$ cat src/hib_map.svh
`ifndef HIB_MAP_SVH
`define HIB_MAP_SVH

// --------------------------------------------
// register byte offsets
// --------------------------------------------
`define HIB_OFF_RTC      12'h000
`define HIB_OFF_MATCH0   12'h004
`define HIB_OFF_MATCH1   12'h008
`define HIB_OFF_TRIM     12'h00c
`define HIB_OFF_CTRL     12'h010
`define HIB_OFF_IRQ_EN   12'h014
`define HIB_OFF_IRQ_RAW  12'h018
`define HIB_OFF_IRQ_MASK 12'h01c
`define HIB_OFF_IRQ_CLR  12'h020
`define HIB_OFF_CLK_RATE 12'h024
`define HIB_OFF_STATUS   12'h028
`define HIB_DATA_PAGE    4'h1

// --------------------------------------------
// field widths and positions
// --------------------------------------------
`define HIB_CTRL_W       7
`define HIB_CTRL_REQ_BIT 7
`define HIB_IRQ_W        4

// --------------------------------------------
// reset values, counts and response codes
// --------------------------------------------
`define HIB_TRIM_RST     16'h7fff
`define HIB_RATE_RST     32'h0bebc200
`define HIB_XTAL_DIV_END 7'h7f
`define HIB_RESP_OKAY    2'b00
`define HIB_RESP_SLVERR  2'b10

`endif

$ cat src/hib_pkg.sv
package hib_pkg;

    typedef enum logic [1:0]
    {
        lowbatt_off              = 2'b00,
        lowbatt_detect_only      = 2'b01,
        lowbatt_detect_and_abort = 2'b11
    } hib_lowbatt_type;

    typedef struct packed
    {
        logic [1:0] lowbatt_mode;
        logic       wake_rtc_en;
        logic       wake_pin_en;
        logic       timebase_crystal_div;
        logic       rtc_en;
        logic       module_en;
    } hib_ctrl_type;

    typedef struct packed
    {
        logic match1;
        logic match0;
        logic irq_lowbatt;
        logic pin_wake;
    } hib_irq_type;

    typedef enum logic [1:0]
    {
        st_awake  = 2'b01,
        st_asleep = 2'b10
    } hib_state_type;

endpackage

$ cat src/hib_tick.sv
`timescale 1ns/1ps
`include "hib_map.svh"

module hib_tick
(
    // clock and reset
    input  wire logic        aclk,
    input  wire logic        aresetn,
    // timebase pins
    input  wire logic        osc_pin,
    input  wire logic        xtal_pin,
    // control
    input  wire logic        run,
    input  wire logic        crystal_sel,
    input  wire logic [15:0] trim,
    // one pulse per counter step
    output logic             sec_tick
);
    import hib_pkg::*;

    logic [1:0]  osc_sync;
    logic [1:0]  xtal_sync;
    logic        osc_last;
    logic        xtal_last;
    logic [6:0]  div_cnt;
    logic [15:0] sub_cnt;

    // --------------------------------------------
    // timebase selection
    // --------------------------------------------
    wire osc_edge  = osc_sync[1] & ~osc_last;
    wire xtal_edge = xtal_sync[1] & ~xtal_last;
    wire div_wrap  = xtal_edge && (div_cnt == `HIB_XTAL_DIV_END);
    wire base_tick = crystal_sel ? div_wrap : osc_edge;
    wire sub_wrap  = base_tick && (sub_cnt >= trim);

    always_ff @(posedge aclk)
    begin
        if (!aresetn)
        begin
            osc_sync  <= 2'h0;
            xtal_sync <= 2'h0;
            osc_last  <= 1'b0;
            xtal_last <= 1'b0;
        end
        else
        begin
            osc_sync  <= {osc_sync[0], osc_pin};
            xtal_sync <= {xtal_sync[0], xtal_pin};
            osc_last  <= osc_sync[1];
            xtal_last <= xtal_sync[1];
        end
    end

    always_ff @(posedge aclk)
    begin
        if (!aresetn || !run)
            div_cnt <= 7'h00;
        else if (xtal_edge)
            div_cnt <= div_cnt + 7'h01;
    end

    always_ff @(posedge aclk)
    begin
        if (!aresetn || !run)
            sub_cnt <= 16'h0000;
        else if (sub_wrap)
            sub_cnt <= 16'h0000;
        else if (base_tick)
            sub_cnt <= sub_cnt + 16'h0001;
    end

    always_ff @(posedge aclk)
    begin
        if (!aresetn)
            sec_tick <= 1'b0;
        else
            sec_tick <= run && sub_wrap;
    end

endmodule

$ cat src/hib_controller.sv
// The address map and the AXI4-Lite interface to the registers were left to the implementer.
`timescale 1ns/1ps
`include "hib_map.svh"

module hib_controller
(
    // clock and reset
    input  wire logic        aclk,
    input  wire logic        aresetn,
    // axi4-lite write
    input  wire logic [11:0] awaddr,
    input  wire logic        awvalid,
    output logic             awready,
    input  wire logic [31:0] wdata,
    input  wire logic [3:0]  wstrb,
    input  wire logic        wvalid,
    output logic             wready,
    output logic [1:0]       bresp,
    output logic             bvalid,
    input  wire logic        bready,
    // axi4-lite read
    input  wire logic [11:0] araddr,
    input  wire logic        arvalid,
    output logic             arready,
    output logic [31:0]      rdata,
    output logic [1:0]       rresp,
    output logic             rvalid,
    input  wire logic        rready,
    // pins
    input  wire logic        osc_pin,
    input  wire logic        xtal_pin,
    input  wire logic        wake_pin,
    input  wire logic        lowbatt_pin,
    output hib_pkg::hib_state_type state,
    output logic             irq
);
    import hib_pkg::*;

    function automatic logic hit(input logic [11:0] addr, input logic [11:0] off);
        hit = (addr[11:2] == off[11:2]);
    endfunction

    function automatic logic mapped(input logic [11:0] a);
        mapped = (a[11:8] == `HIB_DATA_PAGE) || (a[11:2] <= `HIB_OFF_STATUS >> 2);
    endfunction

    function automatic logic [31:0] merge(input logic [31:0] cur, input logic [31:0] val,
                                          input logic [3:0] strb);
        for (int i = 0; i < 4; i++)
            merge[8*i +: 8] = strb[i] ? val[8*i +: 8] : cur[8*i +: 8];
    endfunction

    logic [31:0]   keep_mem [0:63];
    logic [31:0]   rtc;
    logic [31:0]   match0;
    logic [31:0]   match1;
    logic [15:0]   trim;
    logic [31:0]   clk_rate;
    hib_ctrl_type  ctrl;
    hib_irq_type   irq_en;
    hib_irq_type   irq_raw;
    hib_state_type next_state;
    logic [11:0]   aw_addr;
    logic [31:0]   w_data;
    logic [3:0]    w_strb;
    logic          aw_held;
    logic          w_held;
    logic          rtc_moved;
    logic [1:0]    wake_sync;
    logic [1:0]    batt_sync;
    logic          wake_last;
    logic          sec_tick;

    // --------------------------------------------
    // decode
    // --------------------------------------------
    wire          wr_fire  = aw_held && w_held && !bvalid;
    wire          wr_mem   = wr_fire && (aw_addr[11:8] == `HIB_DATA_PAGE);
    wire          wr_rtc   = wr_fire && hit(aw_addr, `HIB_OFF_RTC);
    wire          wr_ctrl  = wr_fire && hit(aw_addr, `HIB_OFF_CTRL);
    wire          wr_clr   = wr_fire && hit(aw_addr, `HIB_OFF_IRQ_CLR) && w_strb[0];
    wire          ar_fire  = arvalid && arready;
    wire          ar_mem   = (araddr[11:8] == `HIB_DATA_PAGE);
    wire [31:0]   wr_ctrlv = merge({25'h0000000, ctrl}, w_data, w_strb);
    wire [31:0]   wr_trimv = merge({16'h0000, trim}, w_data, w_strb);
    wire [31:0]   wr_env   = merge({28'h0000000, irq_en}, w_data, w_strb);
    wire [31:0]   rd_mux   =
        ar_mem                           ? keep_mem[araddr[7:2]] :
        hit(araddr, `HIB_OFF_RTC)        ? rtc :
        hit(araddr, `HIB_OFF_MATCH0)     ? match0 :
        hit(araddr, `HIB_OFF_MATCH1)     ? match1 :
        hit(araddr, `HIB_OFF_TRIM)       ? {16'h0000, trim} :
        hit(araddr, `HIB_OFF_CTRL)       ? {25'h0000000, ctrl} :
        hit(araddr, `HIB_OFF_IRQ_EN)     ? {28'h0000000, irq_en} :
        hit(araddr, `HIB_OFF_IRQ_RAW)    ? {28'h0000000, irq_raw} :
        hit(araddr, `HIB_OFF_IRQ_MASK)   ? {28'h0000000, irq_raw & irq_en} :
        hit(araddr, `HIB_OFF_CLK_RATE)   ? clk_rate :
        hit(araddr, `HIB_OFF_STATUS)     ? {30'h00000000, batt_sync[1], state[1]} :
        32'h00000000;

    // --------------------------------------------
    // events
    // --------------------------------------------
    wire         active    = ctrl.module_en;
    wire         rtc_run   = active && ctrl.rtc_en;
    wire         m0_evt    = active && rtc_moved && (rtc == match0);
    wire         m1_evt    = active && rtc_moved && (rtc == match1);
    wire         pin_evt   = active && wake_sync[1] && !wake_last;
    wire         batt_low  = active && batt_sync[1] && (ctrl.lowbatt_mode != lowbatt_off);
    wire         abort     = batt_low && (ctrl.lowbatt_mode == lowbatt_detect_and_abort);
    wire         req_fire  = wr_ctrl && active && w_strb[0] && w_data[`HIB_CTRL_REQ_BIT];
    wire         wake_now  = (ctrl.wake_pin_en && pin_evt) ||
                             (ctrl.wake_rtc_en && (m0_evt || m1_evt));
    hib_irq_type irq_set;
    hib_irq_type irq_clr;
    hib_irq_type next_raw;
    assign irq_set  = '{match1: m1_evt, match0: m0_evt, irq_lowbatt: batt_low, pin_wake: pin_evt};
    assign irq_clr  = wr_clr ? hib_irq_type'(w_data[3:0]) : hib_irq_type'(4'h0);
    assign next_raw = (irq_raw & ~irq_clr) | irq_set;

    // --------------------------------------------
    // axi4-lite slave
    // --------------------------------------------
    always_ff @(posedge aclk)
    begin
        if (!aresetn)
        begin
            awready <= 1'b0;
            aw_held <= 1'b0;
            aw_addr <= 12'h000;
        end
        else
        begin
            awready <= awvalid && !awready && !aw_held;
            if (awvalid && awready)
                aw_addr <= awaddr;
            aw_held <= (awvalid && awready) || (aw_held && !wr_fire);
        end
    end

    always_ff @(posedge aclk)
    begin
        if (!aresetn)
        begin
            wready <= 1'b0;
            w_held <= 1'b0;
            w_data <= 32'h00000000;
            w_strb <= 4'h0;
        end
        else
        begin
            wready <= wvalid && !wready && !w_held;
            if (wvalid && wready)
            begin
                w_data <= wdata;
                w_strb <= wstrb;
            end
            w_held <= (wvalid && wready) || (w_held && !wr_fire);
        end
    end

    always_ff @(posedge aclk)
    begin
        if (!aresetn)
        begin
            bvalid <= 1'b0;
            bresp  <= `HIB_RESP_OKAY;
        end
        else if (wr_fire)
        begin
            bvalid <= 1'b1;
            bresp  <= mapped(aw_addr) ? `HIB_RESP_OKAY : `HIB_RESP_SLVERR;
        end
        else if (bready)
            bvalid <= 1'b0;
    end

    always_ff @(posedge aclk)
    begin
        if (!aresetn)
        begin
            arready <= 1'b0;
            rvalid  <= 1'b0;
            rdata   <= 32'h00000000;
            rresp   <= `HIB_RESP_OKAY;
        end
        else
        begin
            arready <= arvalid && !arready && !rvalid;
            if (ar_fire)
            begin
                rvalid <= 1'b1;
                rdata  <= rd_mux;
                rresp  <= mapped(araddr) ? `HIB_RESP_OKAY : `HIB_RESP_SLVERR;
            end
            else if (rready)
                rvalid <= 1'b0;
        end
    end

    // --------------------------------------------
    // registers
    // --------------------------------------------
    always_ff @(posedge aclk)
    begin
        if (wr_mem)
            keep_mem[aw_addr[7:2]] <= merge(keep_mem[aw_addr[7:2]], w_data, w_strb);
    end

    always_ff @(posedge aclk)
    begin
        if (!aresetn)
        begin
            match0   <= 32'h00000000;
            match1   <= 32'h00000000;
            trim     <= `HIB_TRIM_RST;
            clk_rate <= `HIB_RATE_RST;
            ctrl     <= hib_ctrl_type'(7'h00);
            irq_en   <= hib_irq_type'(4'h0);
        end
        else if (wr_fire)
        begin
            if (hit(aw_addr, `HIB_OFF_MATCH0))
                match0 <= merge(match0, w_data, w_strb);
            if (hit(aw_addr, `HIB_OFF_MATCH1))
                match1 <= merge(match1, w_data, w_strb);
            if (hit(aw_addr, `HIB_OFF_TRIM))
                trim <= wr_trimv[15:0];
            if (hit(aw_addr, `HIB_OFF_CLK_RATE))
                clk_rate <= merge(clk_rate, w_data, w_strb);
            if (wr_ctrl)
                ctrl <= hib_ctrl_type'(wr_ctrlv[`HIB_CTRL_W-1:0]);
            if (hit(aw_addr, `HIB_OFF_IRQ_EN))
                irq_en <= hib_irq_type'(wr_env[`HIB_IRQ_W-1:0]);
        end
    end

    always_ff @(posedge aclk)
    begin
        if (!aresetn)
        begin
            rtc       <= 32'h00000000;
            rtc_moved <= 1'b0;
        end
        else
        begin
            if (wr_rtc)
                rtc <= merge(rtc, w_data, w_strb);
            else if (rtc_run && sec_tick)
                rtc <= rtc + 32'h00000001;
            rtc_moved <= !wr_rtc && rtc_run && sec_tick;
        end
    end

    always_ff @(posedge aclk)
    begin
        if (!aresetn)
        begin
            wake_sync <= 2'h0;
            batt_sync <= 2'h0;
            wake_last <= 1'b0;
            irq_raw   <= hib_irq_type'(4'h0);
            irq       <= 1'b0;
        end
        else
        begin
            wake_sync <= {wake_sync[0], wake_pin};
            batt_sync <= {batt_sync[0], lowbatt_pin};
            wake_last <= wake_sync[1];
            irq_raw   <= next_raw;
            irq       <= active && |(next_raw & irq_en);
        end
    end

    // --------------------------------------------
    // hibernation sequence
    // --------------------------------------------
    always_comb
    begin
        next_state = state;
        case (state)
            st_awake:
                if (req_fire && !abort)
                    next_state = st_asleep;
            st_asleep:
                if (wake_now)
                    next_state = st_awake;
            default:
                next_state = st_awake;
        endcase
    end

    always_ff @(posedge aclk)
    begin
        if (!aresetn)
            state <= st_awake;
        else
            state <= next_state;
    end

    hib_tick u_tick
    (
        .aclk        (aclk),
        .aresetn     (aresetn),
        .osc_pin     (osc_pin),
        .xtal_pin    (xtal_pin),
        .run         (rtc_run),
        .crystal_sel (ctrl.timebase_crystal_div),
        .trim        (trim),
        .sec_tick    (sec_tick)
    );
endmodule

$ cat config.mk
export PLATFORM = sky130hd
export DESIGN_NAME = hib_controller
export DESIGN_NICKNAME = d
export VERILOG_FILES = /design/src/hib_pkg.sv /design/src/hib_tick.sv /design/src/hib_controller.sv
export VERILOG_INCLUDE_DIRS = /design/src /design/src/src
export SDC_FILE = /design/constraint.sdc
export NUM_CORES = 2
export LEC_CHECK = 0
export BUFFER_PORTS_ARGS = -buffer_cell sky130_fd_sc_hd__buf_2
export CAP_MARGIN = 10
export CORE_UTILIZATION = 30
export DETAILED_ROUTE_END_ITERATION = 10
export HOLD_SLACK_MARGIN = 0.08
export PLACE_DENSITY_LB_ADDON = 0.25
export SLEW_MARGIN = 0
export SYNTH_ARGS = -nofsm -noshare
export SYNTH_HDL_FRONTEND = slang
export SYNTH_SLANG_ARGS = --single-unit
$ cat constraint.sdc
create_clock -name aclk -period 2.7 [get_ports aclk]
set_input_delay 0.135 -clock aclk [delete_from_list [all_inputs] [get_ports aclk]]
set_output_delay 0.135 -clock aclk [all_outputs]
set_load 0.1 [all_outputs]
* Yosys cells after proc, flatten, opt, wreduce, memory -nomap -nowiden
Memories as Yosys holds them, arrays and structs flattened.
Index checks and enable logic that the tools add are counted.
** Operators by class
- Bitwise operators :: 9
- Magnitude comparators :: 3
- Reductions and logical operators :: 93
- Equal/unequal tests :: 34
- Mux-type cells :: 34
- Add/sub/neg operators :: 3
** Operators by type and width (count)
- $mux W32 :: 12
- $eq A32 B32 Y1 :: 2
- $mux W8 :: 8
- $eq A10 B3 Y1 const B :: 6
- $reduce_and A3 Y1 :: 16
- $eq A10 B2 Y1 const B :: 4
- $eq A10 B4 Y1 const B :: 4
- $logic_and A1 B1 Y1 :: 40
- $add A32 B1 Y32 const B :: 1
- $eq A10 B1 Y1 const B :: 2
- $le A10 B4 Y1 const B :: 2
- $logic_not A10 Y1 :: 2
- $reduce_and A2 Y1 :: 9
- $add A16 B1 Y16 const B :: 1
- $ge A16 B16 Y1 :: 1
- $logic_not A1 Y1 :: 13
- $and A4 B4 Y4 :: 3
- $ne A2 B2 Y1 const B :: 6
- $mux W2 :: 5
- $eq A4 B1 Y1 const B :: 2
- $reduce_bool A2 Y1 :: 4
- $add A7 B1 Y7 const B :: 1
- $eq A7 B7 Y1 const B :: 1
- $logic_or A1 B1 Y1 :: 7
- other kinds (12) :: 24
** Word-level totals
- Memories :: 1
- Bits in writable memories :: 2048
- Input bits :: 71
- Logic and storage cells :: 235
- Output and inout bits :: 44
- Flip-flop bits (word level) :: 289
** Memory list
- keep_mem :: depth 64, width 32, rd ports 1, clocked after memory_dff 0, write ports 1, RTL line hib_controller.sv:53 : logic [31:0] keep_mem [0:63];

* Longest topological paths before layout
- Depth after elaboration :: 12
- Depth in mapped cells :: 12
- Depth with buffers taken out :: 8

* Cells and area by module
Synthesis repeated with hierarchy kept, for this count alone.
** Unflattened totals
- Cells, all modules :: 5572
- Area total of the unflattened synthesis :: 93468.4 um2
** Modules (own cells, without submodules)
- hib_controller :: times used 1, seq. area each 66603.9 um2, cells each 5385, area an instance 91731.7 um2
- hib_tick :: times used 1, seq. area each 600.6 um2, cells each 187, area an instance 1736.7 um2

* Worst setup path before layout
OpenSTA, ideal clock, no wires.
- Kind :: reg-to-reg
- Start point :: register bvalid
- End point :: memory keep_mem[3][0], enable pin
- Buffers on the path :: 3
- Arrival time :: 2.464 ns
- Cell stages (with the launch flop) :: 8
- Slack :: -0.135 ns
- Required time :: 2.330 ns
- Clock period less this slack :: 2.835 ns
- Setup time :: 0.370 ns
- Cell sequence :: dfxtp_1 > and3b_1 > clkbuf_1 > and2_1 > clkbuf_1 > nand3_1 > clkbuf_1 > nor2_1
** Between the ends
- Word-level cells in the longest chain between the ends :: 6
** Ends and longest elaborated chain
- start: declaration :: RTL line hib_controller.sv:19 : output logic bvalid,
- start signal: assignment :: RTL line hib_controller.sv:166 : bvalid <= 1'b0;
- start signal: assignment :: RTL line hib_controller.sv:171 : bvalid <= 1'b1;
- start signal: assignment :: RTL line hib_controller.sv:175 : bvalid <= 1'b0;
- $logic_not A1 Y1 :: RTL line hib_controller.sv:77 : wire wr_fire = aw_held && w_held && !bvalid;
- $logic_and A1 B1 Y1 :: RTL line hib_controller.sv:77
- $logic_and A1 B1 Y1 :: RTL line hib_controller.sv:78 : wire wr_mem = wr_fire && (aw_addr[11:8] == `HIB_DATA_PAGE);
- $mux W1 :: RTL line hib_controller.sv:206 : if (wr_mem)
- $mux W1 (implied by the code) :: RTL line hib_controller.sv:207 : keep_mem[aw_addr[7:2]] <= merge(keep_mem[aw_addr[7:2]], w_data, w_strb);
- $reduce_and A2 Y1 (no line)
- end: declaration :: RTL line hib_controller.sv:53
Every way passes these cells.

* Worst setup path in the final report
- Start point :: register match0[10]
- End point :: register irq
** Between the ends
- Word-level cells in the longest chain between the ends :: 6
** Ends and longest elaborated chain
- start: declaration :: RTL line hib_controller.sv:55 : logic [31:0] match0;
- start signal: assignment :: RTL line hib_controller.sv:224 : match0 <= merge(match0, w_data, w_strb);
- $eq A32 B32 Y1 :: RTL line hib_controller.sv:106 : wire m0_evt = active && rtc_moved && (rtc == match0);
- $logic_and A1 B1 Y1 :: RTL line hib_controller.sv:106
- $or A4 B4 Y4 :: RTL line hib_controller.sv:119 : assign next_raw = (irq_raw & ~irq_clr) | irq_set;
- $and A4 B4 Y4 :: RTL line hib_controller.sv:271 : irq <= active && |(next_raw & irq_en);
- $reduce_or A4 Y1 :: RTL line hib_controller.sv:271
- $logic_and A1 B1 Y1 :: RTL line hib_controller.sv:271
- end signal: assignment :: RTL line hib_controller.sv:271
- end: declaration :: RTL line hib_controller.sv:35 : output logic irq
Every way passes these cells.
A chain may end at the register's enable or synchronous reset.

==> metrics.md <==
| Metric | Value |
|---|---|
| Final period utilization | `0.984` |
| Chip height | `561 um` |
| DR pass1 iterations | `6` |
| Vias/cell | `5.20` |
| Clock power frac | `0.449` |
| Grt total ovfl | `0` |
| Routed len/inst | `28.4 um` |
| Area after DPL | `0.104 sq mm` |
| Register area share after synthesis | `0.716` |
| Reg2Reg Depth | `7` |
| Final worst setup slack | `43.6 ps` |
| Top-count cell post-synth | `edfxtp_1` |
| Setup Skew | `86.8 ps` |
| CTS tree | `yes` |
| Die Wd | `561 um` |
| Clock Sinks | `2333` |
| Worst Path Max Fanout | `3` |
| Final instance area | `0.114 sq mm` |
| Worst slew margin | `0.243` |
| Initial DRC count | `6789` |
| Combinational power share | `0.045` |
| Final setup fails | `0` |
| HP Class | `in2reg` |
| Number of synthesized register bits | `2333` |
| P per Cell Area | `678 mW/mm^2` |
| Share of layout cells above drive strength 1 | `0.252` |
| RSZ-0062 raised after global routing | `no` |
| Crit path cell chain | `xnor2_1, nand4_1, nor4_1, and4_1, o21ai_0, a311oi_1, buf_4` |
| Async set or reset register ratio after synthesis | `0` |
| Count of input and output buffers | `108` |
| Post-Place Cells | `10226` |
| TNS Setup | `0 ps` |
| Run status | `completed` |
| Worst skew pair latency | `920 ps` |
| DR vias | `56198` |
| Fin Hold WS | `135 ps` |
| Finished Layout Cells | `10809` |
| CP Capture Type | `flop` |
| Netlist cell types | `86` |
| R2R setup slack | `40 ps` |
| Kind of critical path | `reg2reg` |
| Largest net degree at the start of global routing | `73` |
| Critical path required time | `3490 ps` |
| Final hold violations | `0` |
| Post-synth top area share | `0.655` |
| Overall Power | `77.3 mW` |
| Routed Antenna Nets | `0` |
| Most frequent cells after synthesis | `2048 x edfxtp_1, 459 x mux2i_1, 427 x nor2_1` |
| Vias in the first global route | `55836` |
| Starting density of the core | `0.303` |
| # IOs | `115` |
| P_sw | `16.5 mW` |
| Total GRT Usage | `0.191` |
| Post-route DRC | `0` |
| EDFF count, synth | `2048` |
| Largest vdd supply drop | `0.000506 V` |
| Slew @ Worst Pin | `1140 ps` |
| Worst hold path cell count | `4` |
| CTS root buf | `clkbuf_16` |
| First-pass GRT wire length | `430000 um` |
| Layout area overhead | `21.5%` |
| Sequential power share | `0.506` |
| Synth area leaders | `edfxtp_1 66%, mux4_2 9.0%, dfxtp_1 6.1%` |
| Crit Reg-Reg Startpoint | `match0[10]$_SDFFE_PN0P_` |
| Worst reg2reg endpoint | `irq$_SDFF_PN0_` |
| Worst Hold Path EP | `aw_addr[4]$_SDFFE_PN0P_` |
| Post-Place Setup Slack | `-494 ps` |
| Critical hold path startpoint | `awaddr[4]` |
| Slew Viols, Final | `0` |
| Total die area | `0.315 sq mm` |
| Worst setup SP type | `flop` |
| Int Power | `60.8 mW` |
| Fmax | `0.376 GHz` |
| Yosys warnings | `0` |
| Switching Share | `0.213` |
| Worst stage delay on the critical path | `490 ps` |
| Fin nets | `6568` |
| Crit path max-delay cell type | `xnor2_1` |
| Post-Route Utilization | `0.368` |
| Synthesized area | `0.0938 sq mm` |
| Gpl congestion | `0.908` |
| Pleak | `36.1 nW` |
| Max Buffers Root-to-Sink | `4` |
| Post-synth top area cell | `edfxtp_1` |
| CP arrival | `3450 ps` |
| H-tree depth | `4` |
| Initial antenna violation count | `24` |
| Hpwl dp | `214000 um` |
| Fin crit period | `2660 ps` |
| Post-synth top flop | `edfxtp_1` |
| Number of max-cap violations | `0` |
| Clk pin slew, worst setup/hold paths | `60 ps` |
| # rows | `204` |
| Mean post-synth cell area | `16.7 sq um` |
| Core Region | `0.310 sq mm` |
| Mapped Cells | `5620` |
| CTS buffer count | `244` |
| Total Routed Length | `307000 um` |
[cell usage in the layout, fill, tap and decap left out, types with 16 or more instances in the layout]
master,n
nand3_1,126
clkbuf_1,53
o22ai_1,23
ha_1,19
mux2i_1,459
clkinv_2,46
clkinv_1,38
o21ai_0,85
buf_4,667
o211ai_1,24
buf_2,103
xnor2_1,41
nand2_1,370
nor3_1,26
a21oi_1,169
a211oi_1,40
mux2_2,16
xor2_1,38
inv_1,33
dfxtp_2,32
a31oi_1,57
clkbuf_16,245
nor2_1,424
a22oi_1,187
nand4_1,37
dlygate4sd3_1,125
a22o_1,31
mux4_2,375
nor2b_1,26
buf_12,84
bufinv_16,37
edfxtp_1,2048
dfxtp_1,253
and2_1,21
[area by class of cell]
cell class | count | area [sq um]
antenna | 7 | 17.5
inverter | 36 | 140
multi-input combinational | 2879 | 24700
fill | 28932 | 196000
clock inverter | 140 | 1710
clock buffer | 310 | 6490
sequential | 2333 | 67200
tap | 4120 | 5150
timing repair buffer | 984 | 8520
[metal layers]
layer / wire, um / part of all wire / track usage / vias up
met1: 132000 / 0.43 / 0.266 / 29640
met4: 11400 / 0.037 / 0.0664 / 4
li1: - / - / - / 23977
met5: 21 / 0.000068 / 0 / -
met2: 141000 / 0.46 / 0.299 / 2114
met3: 22000 / 0.072 / 0.0339 / 463
[critical path: cells and delay by family, from the launching register on]
| kind | cells | cell delay (ps) |
|---|---|---|
| buf+inv | 1 | 180 |
| simple gates | 3 | 1010 |
| compound gates | 2 | 570 |
| flops | 1 | 340 |
| xor+xnor | 1 | 490 |
[timing repair]
action / 4_1_cts / 5_1_grt
hold endpoints to repair: 120 / 0
gates resized for setup: 0 / 5
hold buffers: 125 / 0
buffers inserted: 0 / 1
setup endpoints to repair: 0 / 4
[sequential cells by signal (all words and copies together), names as in the netlist, 4 cells and up]
| signal | cells |
|---|---|
| ctrl | 6 |
| clk_rate | 32 |
| u_tick.div_cnt | 7 |
| match1 | 32 |
| w_data | 32 |
| match0 | 32 |
| irq_en | 4 |
| trim | 16 |
| irq_raw | 4 |
| u_tick.sub_cnt | 16 |
| rdata | 32 |
| keep_mem | 2048 |
| rtc | 32 |
| aw_addr | 10 |
| w_strb | 4 |
[power by group through the flow]
stage	Sequential [mW]	Clock [mW]	Combinational, mW
6_report	39.1	34.7	3.46
4_1_cts	39.1	35.4	3.46
5_1_grt	39.1	36.6	3.62
3_5_place_dp	39.9	0	3.32
3_3_place_gp	39.9	0	3.30
2_1_floorplan	40.0	0	1.67
[worst max-delay path by stage]
stage | start | to
floorplan | bvalid$_SDFFE_PN0P_ | keep_mem[3][0]$_DFFE_PP_
global placement | araddr[4] | rdata[22]$_SDFFE_PN0P_
detailed placement | araddr[4] | rdata[22]$_SDFFE_PN0P_
CTS | rtc[7]$_SDFFE_PN0P_ | irq$_SDFF_PN0_
global route | rtc[7]$_SDFFE_PN0P_ | irq$_SDFF_PN0_
finish | match0[10]$_SDFFE_PN0P_ | irq$_SDFF_PN0_
[cells by family (layout without fill, tap and decap cells)]
group	Yosys count	count (layout)	synth area share
other cells	1	9	0.0000400
buf+inv	409	1470	0.0214
simple gates	1152	1152	0.0548
mux	850	850	0.141
compound gates	777	777	0.0566
xor+xnor	79	79	0.00737
fa+ha+maj	19	19	0.00253
flops	2333	2333	0.716
(Power assumes the default switching activity.)
